<file path="config.mk">
export PLATFORM = sky130hd
export DESIGN_NAME = pin_switch_matrix
export DESIGN_NICKNAME = d
export VERILOG_FILES = /design/src/hw/pin_switch_matrix.v
export VERILOG_INCLUDE_DIRS = /design/src /design/src/hw
export SDC_FILE = /design/constraint.sdc
export NUM_CORES = 2
export LEC_CHECK = 0
export ABC_AREA = 1
export BUFFER_PORTS_ARGS = -buffer_cell sky130_fd_sc_hd__buf_4
export CAP_MARGIN = 40
export CORE_MARGIN = 2
export CORE_UTILIZATION = 63
export CTS_CLUSTER_DIAMETER = 60
export DETAILED_ROUTE_END_ITERATION = 10
export PLACE_DENSITY = 0.89
export REMOVE_ABC_BUFFERS = 1
export SYNTH_ARGS = -nofsm -noshare
export SYNTH_HDL_FRONTEND = slang
export SYNTH_SLANG_ARGS = --single-unit
</file>
<file path="constraint.sdc">
create_clock -name pclk -period 6.3 [get_ports pclk]
set_input_delay 0.945 -clock pclk [delete_from_list [all_inputs] [get_ports pclk]]
set_output_delay 0.945 -clock pclk [all_outputs]
set_load 0.01 [all_outputs]
</file>
<file path="src/hw/pin_switch_regs.vh">
// Purpose: Register offsets, reset values and routing tables of the switch
//          matrix.
// Assumes: APB with 32-bit data, 12-bit byte offsets.
// Notes:   Definitions only.
`ifndef PIN_SWITCH_REGS_VH
`define PIN_SWITCH_REGS_VH

// ==========================================================================
// Register offsets
`define ROUTE_BASE_OFFS 12'h000
`define ROUTE_LAST_OFFS 12'h018
`define ROUTE_RSVD_OFFS 12'h01c
`define FIXED_SEL_OFFS 12'h1c0
`define PIN_STATUS_OFFS 12'h1c4

// ==========================================================================
// Reset values
`define FIELD_UNCONNECTED 8'hff
`define RSVD_READ_VALUE 32'hffffffff
`define FIXED_SEL_RESET 7'h10

// ==========================================================================
// Pin numbering
`define NUM_PINS 18
`define LAST_PIN_INDEX 8'h11
`define MISSING_PIN_INDEX 8'h06

// ==========================================================================
// Movable functions: 25 fields, four to a route register
`define NUM_MOVABLE 25
`define MOVABLE_DRIVES 25'h1ff1fb5
`define MOVABLE_INPUTS 25'h030ffda

// ==========================================================================
// Fixed-pin functions, select bit k
// 0 cmp in A, 1 cmp in B, 2 debug clock, 3 debug data, 4 reset pin,
// 5 external clock input, 6 converter input
`define NUM_FIXED 7
`define FIXED_PIN_LIST {5'h07, 5'h01, 5'h05, 5'h02, 5'h03, 5'h01, 5'h00}
`define FIXED_ANALOG 7'h43
`define FIXED_DRIVES 7'h08
`define FIXED_INPUTS 7'h3c

`endif

</file>
<file path="src/hw/pin_switch_matrix.v">
// Purpose: Switch matrix routing peripheral signals to port pins, with an
//          APB register slave holding the routing configuration.
// Assumes: Pad level arrives on pin_in; peripherals give value and enable.
// Notes:   Routing paths are combinational from the configuration flops.
//
// Operation
// - Every movable function owns one 8-bit field holding its pin number.
// - Assignable pins are indices 0 to 5 and 7 to 17; 6 is absent.
// - One pin may feed all input functions programmed with its number.
// - An output sharing a pin with inputs drives them too: loopback.
// - A routed output function enables the pad driver under its control.
// - Any function assigned to a pin disables its port output path.
// - Analog fixed function connects analog path, pad digital off.
// - Pin digital level reaches port input and match logic, which read 0 on pins with an analog function selected; pin status still shows their level.
// - One select bit per fixed function attaches or detaches it.
// - A deselected fixed function frees its pin for movable functions.
// - A pin with nothing assigned returns to its port function.
// - Reset clears all fixed selects except the reset pin select.
// - Sync clocks, SPI, I2C bidirectional; transmit, match etc output.
// - All-ones pin field means unconnected; writing it disconnects.
// - Routing needs no clock; clock only serves register access.
// - Every reset source returns all configuration to defaults.
//
// Local design decisions: the register offsets and register access over APB.
`timescale 1ns/1ps
`include "pin_switch_regs.vh"

module pin_switch_matrix #(
  parameter NUM_PINS = `NUM_PINS,
  parameter NUM_MOVABLE = `NUM_MOVABLE,
  parameter NUM_FIXED = `NUM_FIXED
) (
  input wire pclk,
  input wire presetn,
  input wire psel,
  input wire penable,
  input wire pwrite,
  input wire [11:0] paddr,
  input wire [31:0] pwdata,
  input wire [3:0] pstrb,
  output reg [31:0] prdata,
  output reg pready,
  output reg pslverr,
  input wire [NUM_PINS-1:0] pin_in,
  output reg [NUM_PINS-1:0] pad_out,
  output reg [NUM_PINS-1:0] pad_oe,
  output reg [NUM_PINS-1:0] pad_digital_en,
  input wire [NUM_PINS-1:0] gpio_out,
  input wire [NUM_PINS-1:0] gpio_oe,
  output reg [NUM_PINS-1:0] gpio_in_level,
  input wire [NUM_MOVABLE-1:0] func_out,
  input wire [NUM_MOVABLE-1:0] func_oe,
  output reg [NUM_MOVABLE-1:0] func_in,
  input wire [NUM_FIXED-1:0] fixed_out,
  input wire [NUM_FIXED-1:0] fixed_oe,
  output reg [NUM_FIXED-1:0] fixed_in,
  output reg [NUM_FIXED-1:0] fixed_analog_en
);

  localparam [NUM_MOVABLE-1:0] DRIVES = `MOVABLE_DRIVES;
  localparam [NUM_MOVABLE-1:0] INPUTS = `MOVABLE_INPUTS;
  localparam [5*NUM_FIXED-1:0] FIX_PINS = `FIXED_PIN_LIST;
  localparam [NUM_FIXED-1:0] FIX_ANALOG = `FIXED_ANALOG;
  localparam [NUM_FIXED-1:0] FIX_DRIVES = `FIXED_DRIVES;
  localparam [NUM_FIXED-1:0] FIX_INPUTS = `FIXED_INPUTS;

  // Pin field names an existing pin
  function valid_pin;
    input [7:0] fld;
    begin
      valid_pin = (fld <= `LAST_PIN_INDEX) &&
                  (fld != `MISSING_PIN_INDEX);
    end
  endfunction

  // ========================================================================
  // Configuration registers
  reg [7:0] field_q [0:NUM_MOVABLE-1];
  reg [NUM_FIXED-1:0] fixed_sel_q;
  reg [NUM_PINS-1:0] pin_meta_q;
  reg [NUM_PINS-1:0] pin_sync_q;

  wire setup_ok = psel & penable & ~pready;
  wire commit = psel & penable & pready;
  wire is_route = (paddr[11:2] <= `ROUTE_LAST_OFFS >> 2) &&
                  (paddr[11:5] == 7'h00);
  wire [2:0] route_idx = paddr[4:2];

  integer f;
  integer b;

  always @(posedge pclk or negedge presetn) begin
    if (!presetn) begin
      for (f = 0; f < NUM_MOVABLE; f = f + 1) begin
        field_q[f] <= `FIELD_UNCONNECTED;
      end
      fixed_sel_q <= `FIXED_SEL_RESET;
    end else if (commit && pwrite && !pslverr) begin
      if (is_route) begin
        for (b = 0; b < 4; b = b + 1) begin
          if (pstrb[b] && (route_idx * 4 + b) < NUM_MOVABLE) begin
            field_q[route_idx * 4 + b] <= pwdata[8*b +: 8];
          end
        end
      end else if (paddr == `FIXED_SEL_OFFS && pstrb[0]) begin
        fixed_sel_q <= pwdata[NUM_FIXED-1:0];
      end
    end
  end

  // Pin levels seen by software pass two flops
  always @(posedge pclk or negedge presetn) begin
    if (!presetn) begin
      pin_meta_q <= {NUM_PINS{1'b0}};
      pin_sync_q <= {NUM_PINS{1'b0}};
    end else begin
      pin_meta_q <= pin_in;
      pin_sync_q <= pin_meta_q;
    end
  end

  // ========================================================================
  // APB read data and answer
  reg [31:0] rd_d;
  reg err_d;
  integer r;

  always @* begin
    rd_d = 32'h00000000;
    err_d = 1'b0;
    if (is_route) begin
      for (r = 0; r < 4; r = r + 1) begin
        if ((route_idx * 4 + r) < NUM_MOVABLE) begin
          rd_d[8*r +: 8] = field_q[route_idx * 4 + r];
        end else begin
          rd_d[8*r +: 8] = `FIELD_UNCONNECTED;
        end
      end
    end else if (paddr == `ROUTE_RSVD_OFFS) begin
      rd_d = `RSVD_READ_VALUE;
    end else if (paddr == `FIXED_SEL_OFFS) begin
      rd_d[NUM_FIXED-1:0] = fixed_sel_q;
    end else if (paddr == `PIN_STATUS_OFFS) begin
      rd_d[NUM_PINS-1:0] = pin_sync_q;
    end else begin
      err_d = 1'b1;
    end
  end

  // One wait cycle: pready rises in the second access cycle
  always @(posedge pclk or negedge presetn) begin
    if (!presetn) begin
      pready <= 1'b0;
      pslverr <= 1'b0;
      prdata <= 32'h00000000;
    end else begin
      pready <= setup_ok;
      pslverr <= setup_ok & err_d;
      if (setup_ok && !pwrite) begin
        prdata <= rd_d;
      end
    end
  end

  // ========================================================================
  // Routing, combinational from configuration
  reg [NUM_PINS-1:0] analog_pin;
  reg [NUM_PINS-1:0] fixdig_pin;
  reg [NUM_PINS-1:0] assigned_pin;
  reg [NUM_PINS-1:0] owner_found;
  reg [NUM_PINS-1:0] owner_val;
  reg [NUM_PINS-1:0] owner_oe;
  reg [NUM_PINS-1:0] level;
  integer k;
  integer m;
  integer p;
  integer idx;

  always @* begin
    analog_pin = {NUM_PINS{1'b0}};
    fixdig_pin = {NUM_PINS{1'b0}};
    assigned_pin = {NUM_PINS{1'b0}};
    owner_found = {NUM_PINS{1'b0}};
    owner_val = {NUM_PINS{1'b0}};
    owner_oe = {NUM_PINS{1'b0}};
    level = {NUM_PINS{1'b0}};
    pad_out = {NUM_PINS{1'b0}};
    pad_oe = {NUM_PINS{1'b0}};
    pad_digital_en = {NUM_PINS{1'b0}};
    gpio_in_level = {NUM_PINS{1'b0}};
    func_in = {NUM_MOVABLE{1'b0}};
    fixed_in = {NUM_FIXED{1'b0}};
    fixed_analog_en = {NUM_FIXED{1'b0}};
    // Fixed functions take the pin ahead of movable ones
    for (k = 0; k < NUM_FIXED; k = k + 1) begin
      idx = FIX_PINS[5*k +: 5];
      if (fixed_sel_q[k]) begin
        if (FIX_ANALOG[k]) begin
          analog_pin[idx] = 1'b1;
          fixed_analog_en[k] = 1'b1;
        end else begin
          fixdig_pin[idx] = 1'b1;
          if (FIX_DRIVES[k] && !owner_found[idx]) begin
            owner_found[idx] = 1'b1;
            owner_val[idx] = fixed_out[k];
            owner_oe[idx] = fixed_oe[k];
          end
        end
      end
    end
    for (m = 0; m < NUM_MOVABLE; m = m + 1) begin
      if (valid_pin(field_q[m])) begin
        idx = field_q[m][4:0];
        assigned_pin[idx] = 1'b1;
        if (DRIVES[m] && !owner_found[idx]) begin
          owner_found[idx] = 1'b1;
          owner_val[idx] = func_out[m];
          owner_oe[idx] = func_oe[m];
        end
      end
    end
    for (p = 0; p < NUM_PINS; p = p + 1) begin
      if (p != `MISSING_PIN_INDEX && !analog_pin[p]) begin
        pad_digital_en[p] = 1'b1;
        if (owner_found[p]) begin
          pad_oe[p] = owner_oe[p];
          pad_out[p] = owner_val[p];
          level[p] = owner_oe[p] ? owner_val[p] : pin_in[p];
        end else begin
          level[p] = pin_in[p];
          if (!fixdig_pin[p] && !assigned_pin[p]) begin
            pad_oe[p] = gpio_oe[p];
            pad_out[p] = gpio_out[p];
          end
        end
      end
    end
    gpio_in_level = level;
    for (m = 0; m < NUM_MOVABLE; m = m + 1) begin
      idx = field_q[m][4:0];
      if (INPUTS[m] && valid_pin(field_q[m]) && !analog_pin[idx]) begin
        func_in[m] = level[idx];
      end
    end
    for (k = 0; k < NUM_FIXED; k = k + 1) begin
      idx = FIX_PINS[5*k +: 5];
      if (fixed_sel_q[k] && FIX_INPUTS[k] && !analog_pin[idx]) begin
        fixed_in[k] = level[idx];
      end
    end
  end

endmodule // pin_switch_matrix

</file>
==> results of run 1 <==
[through the flow]
stage               area (um^2)  hold WS, ps  std cells  setup WS [ps]
detailed placement        45000          335       8114           -852
CTS                       48700          350       8287           -770
global placement          44900          332       8098           -555
floorplan                 35100          331       6233           24.5
[kinds of logic after synthesis]
group	after synthesis
mux	17
flops	277
buf+inv	1481
other cells	2
compound gates	1017
simple gates	3706
[per-layer routing]
layer | track usage, % | overflow
met2 | 118 | 2660
met3 | 91.8 | 352
met5 | 85.9 | 56
met1 | 93.2 | 342
met4 | 110 | 1066
[what timing repair did]
item | 4_1_cts
pin swaps | 120
setup endpoints to repair | 70
setup buffers | 114
resized for setup | 414
gates cloned | 11
==> results.py, run 1 <==
metrics = {
    "synthesis": {
        "synth_area_leader_cell": "nand2_1",
        "synth_cells": 6500,
        "synthMuxAreaShare_pct": 0.466,
        "synth.distinct_cells": 76,
        "synth_compound_area_share_pct": 18.3,
        "synth-simple-area-share_pct": 45.2,
        "yosysMostFrequentCell": "nand2_1",
        "synth_top_family_by_area": "simple AND/OR/NAND/NOR gates",
        "synthDominantCellAreaShare_pct": 16.1,
        "async_flop_share_pct": 100,
        "synth_seq_area_share_pct": 19.7,
        "synth_area_um2": 36500,
        "synth-edff-count": 0,
        "synthAdderAreaFrac_pct": 0,
        "yosys_warnings": 0,
        "synth_xor_area_share_pct": 0,
        "ys.flop_type": "dfstp_2",
        "avgSynthCellArea_um2": 5.62,
        "synth_common_cells": "nand2_1 (1,568), inv_1 (1,105), nor2_1 (925), nand3_1 (472), nand4_1 (412)",
        "synthTopCellsByArea": "nand2_1 (16%), dfstp_2 (14%), inv_1 (11%)",
        "ys_seq_elements": 277,
    },
    "cts": {
        "htreeDepth": 1,
        "cts-root-buf": "clkbuf_16",
        "clock-sinks": 277,
        "cts_made_buffers": 29,
        "cts_hold_buf": 0,
        "cts_buffer_depth": 3,
    },
    "place": {
        "hpwlAfterDp_mm": 164,
        "place.gp.congestion": 1.48,
        "io_buffers": 254,
    },
    "grt": {
        "grt_pass1_vias": 71300,
        "grt_pass1_wl_mm": 466,
        "grt_max_degree": 88,
        "track_usage_pct": 102,
        "grt_overflow_total": 4476,
    },
    "status": {
        "status": "stopped before the end",
        "error_line": "[ERROR GRT-0116] Global routing finished with congestion. Check the congestion regions in the DRC Viewer.",
        "stop_stage": "global routing (5_1_grt)",
    },
    "floorplanning": {
        "die_w_um": 245,
        "start_util_pct": 63.5,
        "die_h_um": 245,
        "num_rows": 88,
        "ios": 316,
    },
}
==> inputs of run 2 (changes only) <==
Settings changed: CORE_UTILIZATION 63 to 40, CTS_CLUSTER_DIAMETER 60 to not set, PLACE_DENSITY 0.89 to not set, PLACE_DENSITY_LB_ADDON set to 0.15.
==> run 2 against run 1 <==
Effect of this change:
- the flow now finishes, with violations (setup timing)
- synthesized area stayed put
- synthesized cell count stayed put
==> results.py, run 2 <==
metrics = {
    "synthesis": {
        "yosys_warnings": 0,
        "synth.distinct_cells": 76,
        "ys.flop_type": "dfstp_2",
        "async_flop_share_pct": 100,
        "synth_area_leader_cell": "nand2_1",
        "synthTopCellsByArea": "nand2_1 (16%), dfstp_2 (14%), inv_1 (11%)",
        "avgSynthCellArea_um2": 5.62,
        "synthDominantCellAreaShare_pct": 16.1,
        "synth_area_um2": 36500,
        "synth_seq_area_share_pct": 19.7,
        "yosysMostFrequentCell": "nand2_1",
        "synth_common_cells": "nand2_1 (1,568), inv_1 (1,105), nor2_1 (925), nand3_1 (472), nand4_1 (412)",
        "synth_cells": 6500,
        "synth-edff-count": 0,
        "ys_seq_elements": 277,
    },
    "cts": {
        "htreeDepth": 1,
        "cts_made_buffers": 30,
        "cts_hold_buf": 0,
        "cts-root-buf": "clkbuf_16",
        "clock-sinks": 277,
        "clkSlewWorstSetupHoldPaths_ps": 60,
        "cts_buffer_depth": 3,
        "cts_tree": "yes",
        "clk_latency_ps": 630,
    },
    "grt": {
        "met3_usage_pct": 15.7,
        "met2_usage_pct": 73.4,
        "grt_max_degree": 122,
        "grt_pass1_vias": 50600,
        "use_met1_pct": 64.8,
        "track_usage_pct": 52.0,
        "grt-busiest-layer": "met2",
        "antenna_found_initial": 16,
        "grt_overflow_total": 0,
        "grt_pass1_wl_mm": 354,
    },
    "floorplanning": {
        "start_util_pct": 40.4,
        "ios": 316,
        "core_area_um2": 90300,
        "num_rows": 110,
        "die_area_um2": 93700,
        "die_w_um": 306,
        "die_h_um": 306,
    },
    "route": {
        "wirelength_mm": 255,
        "vias_per_cell": 6.07,
        "drt_pass1_iterations": 8,
        "vias": 55100,
        "antenna_left": 0,
        "first_iter_violations": 8429,
        "drc_errors": 0,
        "routedWlPerCell_um": 28.1,
    },
    "setup_path": {
        "r2r_slack_ps": 3770,
        "r2r-start": "pslverr$_DFF_PN0_",
        "cp_common_cell": "nand3_2",
        "required_ps": 5350,
        "cp-start-kind": "register",
        "r2r-end": "field_q[122]$_DFFE_PN1P_",
        "cp-end-kind": "output port",
        "cp_max_fo": 6,
        "slowest_delay_ps": 540,
        "r2r_cells": 5,
        "worstSetupPathType": "reg2out",
        "cp_data_arrival_time_ps": 6540,
        "cp_slowest_cell": "dfstp_2",
    },
    "final_layout": {
        "final_common_cell": "nand2_1",
        "largest_register_ffs": 192,
        "multi_input_area_um2": 27400,
        "regMostFlops": "field_q",
        "final_cell_mix": "nand2_1 (1,358), buf_4 (1,291), inv_1 (970)",
        "reg_top3": "field_q (192), prdata (32)",
        "area_growth_pct": 52.1,
        "fillers": 8807,
        "fin_nets": 8027,
        "seq_area_um2": 7180,
        "drive_gt1_share_pct": 36.3,
    },
    "sta": {
        "setup_viol": 70,
        "setup_tns_ps": -37040,
        "hold_viol": 0,
        "grt_setup_unrepaired": "yes",
        "period_minus_slack_ps": 7490,
        "hold_ws_ps": 337,
        "period_share_pct": 119,
        "slew_headroom_pct": 28.0,
        "max_freq_ghz": 0.134,
        "tightest_slew_ps": 1070,
        "slew_violations": 0,
        "setup_ws_ps": -1190,
        "skew_ps": 25.4,
    },
    "power": {
        "p_per_area_nw_per_um2": 82.2,
        "p_leak_nw": 26.5,
        "irDropWorstVdd_mv": 0.227,
    },
    "job": {
        "max-cap-violations": 0,
    },
    "status": {
        "status": "finished with violations",
        "violations": "setup timing",
    },
    "place": {
        "io_buffers": 254,
        "place.gp.congestion": 1.21,
        "hpwlAfterDp_mm": 205,
    },
    "min_path": {
        "hold_class": "in2async",
    },
}
[run 2: cell counts after synthesis]
Identical to the previous run, type by type.
[run 2: critical path, delay by kind of cell, from the launching register on]
family	cells	cell delay (ps)
simple gates	19	1990
compound gates	12	2140
flops	1	540
buf+inv	10	1220
[run 2: per-stage QoR]
| stage | setup WS [ps] | util, % | instance area, um^2 | std cells | power (mW) |
|---|---|---|---|---|---|
| after global routing | -1270 | 61.4 | 55500 | 9056 | 4.64 |
| after floorplan | 24.5 | - | 35100 | 6233 | 2.05 |
| after global placement | -1090 | 52.3 | 47200 | 8746 | 2.53 |
| final | -1190 | 61.5 | 55500 | 9067 | 4.56 |
| after CTS | -943 | 58.8 | 53100 | 8985 | 4.48 |
| after detailed placement | -1090 | 52.5 | 47400 | 8762 | 2.54 |
[run 2: layout make-up]
type / instances / share of cell area [%]
multi-input combinational: 4776 / 49.4
timing repair buffer: 1589 / 24.9
sequential: 277 / 12.9
inverter: 1181 / 8.16
tap: 1176 / 2.65
clock buffer: 42 / 1.51
clock inverter: 14 / 0.383
antenna: 11 / 0.0496
timing repair inverter: 1 / 0.0203
[run 2: cells by family (layout without fill, tap and decap cells)]
family	after synthesis	in the layout	synth area share [%]
AO/OA/AOI/OAI	1017	1017	18.3
buffers and inverters	1481	2827	16.4
flip-flops	277	277	19.7
multiplexers	17	17	0.466
other	2	46	0.0206
AND/OR/NAND/NOR	3706	3707	45.2
[run 2: how the worst max path moves through the flow]
stage                     slack, ps     endpoint                     start
after detailed placement      -1090  func_in[14]  field_q[194]$_DFFE_PN1P_
after CTS                      -940  func_in[14]  field_q[195]$_DFFE_PN1P_
after global routing          -1270   func_in[8]  field_q[163]$_DFFE_PN1P_
after global placement        -1090  func_in[14]  field_q[182]$_DFFE_PN1P_
final                         -1190   func_in[7]  field_q[177]$_DFFE_PN1P_
after floorplan                  20  func_in[13]   field_q[65]$_DFFE_PN1P_
[run 2: where the power goes]
| part | total (mW) | leakage, nW | switching [mW] | internal (mW) |
|---|---|---|---|---|
| combinational | 0.782 | 23.1 | 0.509 | 0.273 |
| clock | 1.93 | 0.509 | 0.834 | 1.10 |
| sequential | 1.85 | 2.98 | 0.0245 | 1.82 |
| total | 4.56 | 26.5 | 1.37 | 3.19 |
[run 2: what timing repair did]
action                                  CTS  global route
endpoints found under the setup margin   70            70
gates resized for setup                 805           509
pin swaps                               170           298
buffers inserted                        163           109
cloned                                   13             6
[run 2: per-layer routing]
layer,wire (um),vias to the layer above
met2,101000,4309
met5,85,-
met4,26700,12
met3,35000,1010
met1,92600,25600
li1,-,24100
Note: power is estimated with default switching activity, not from simulation.
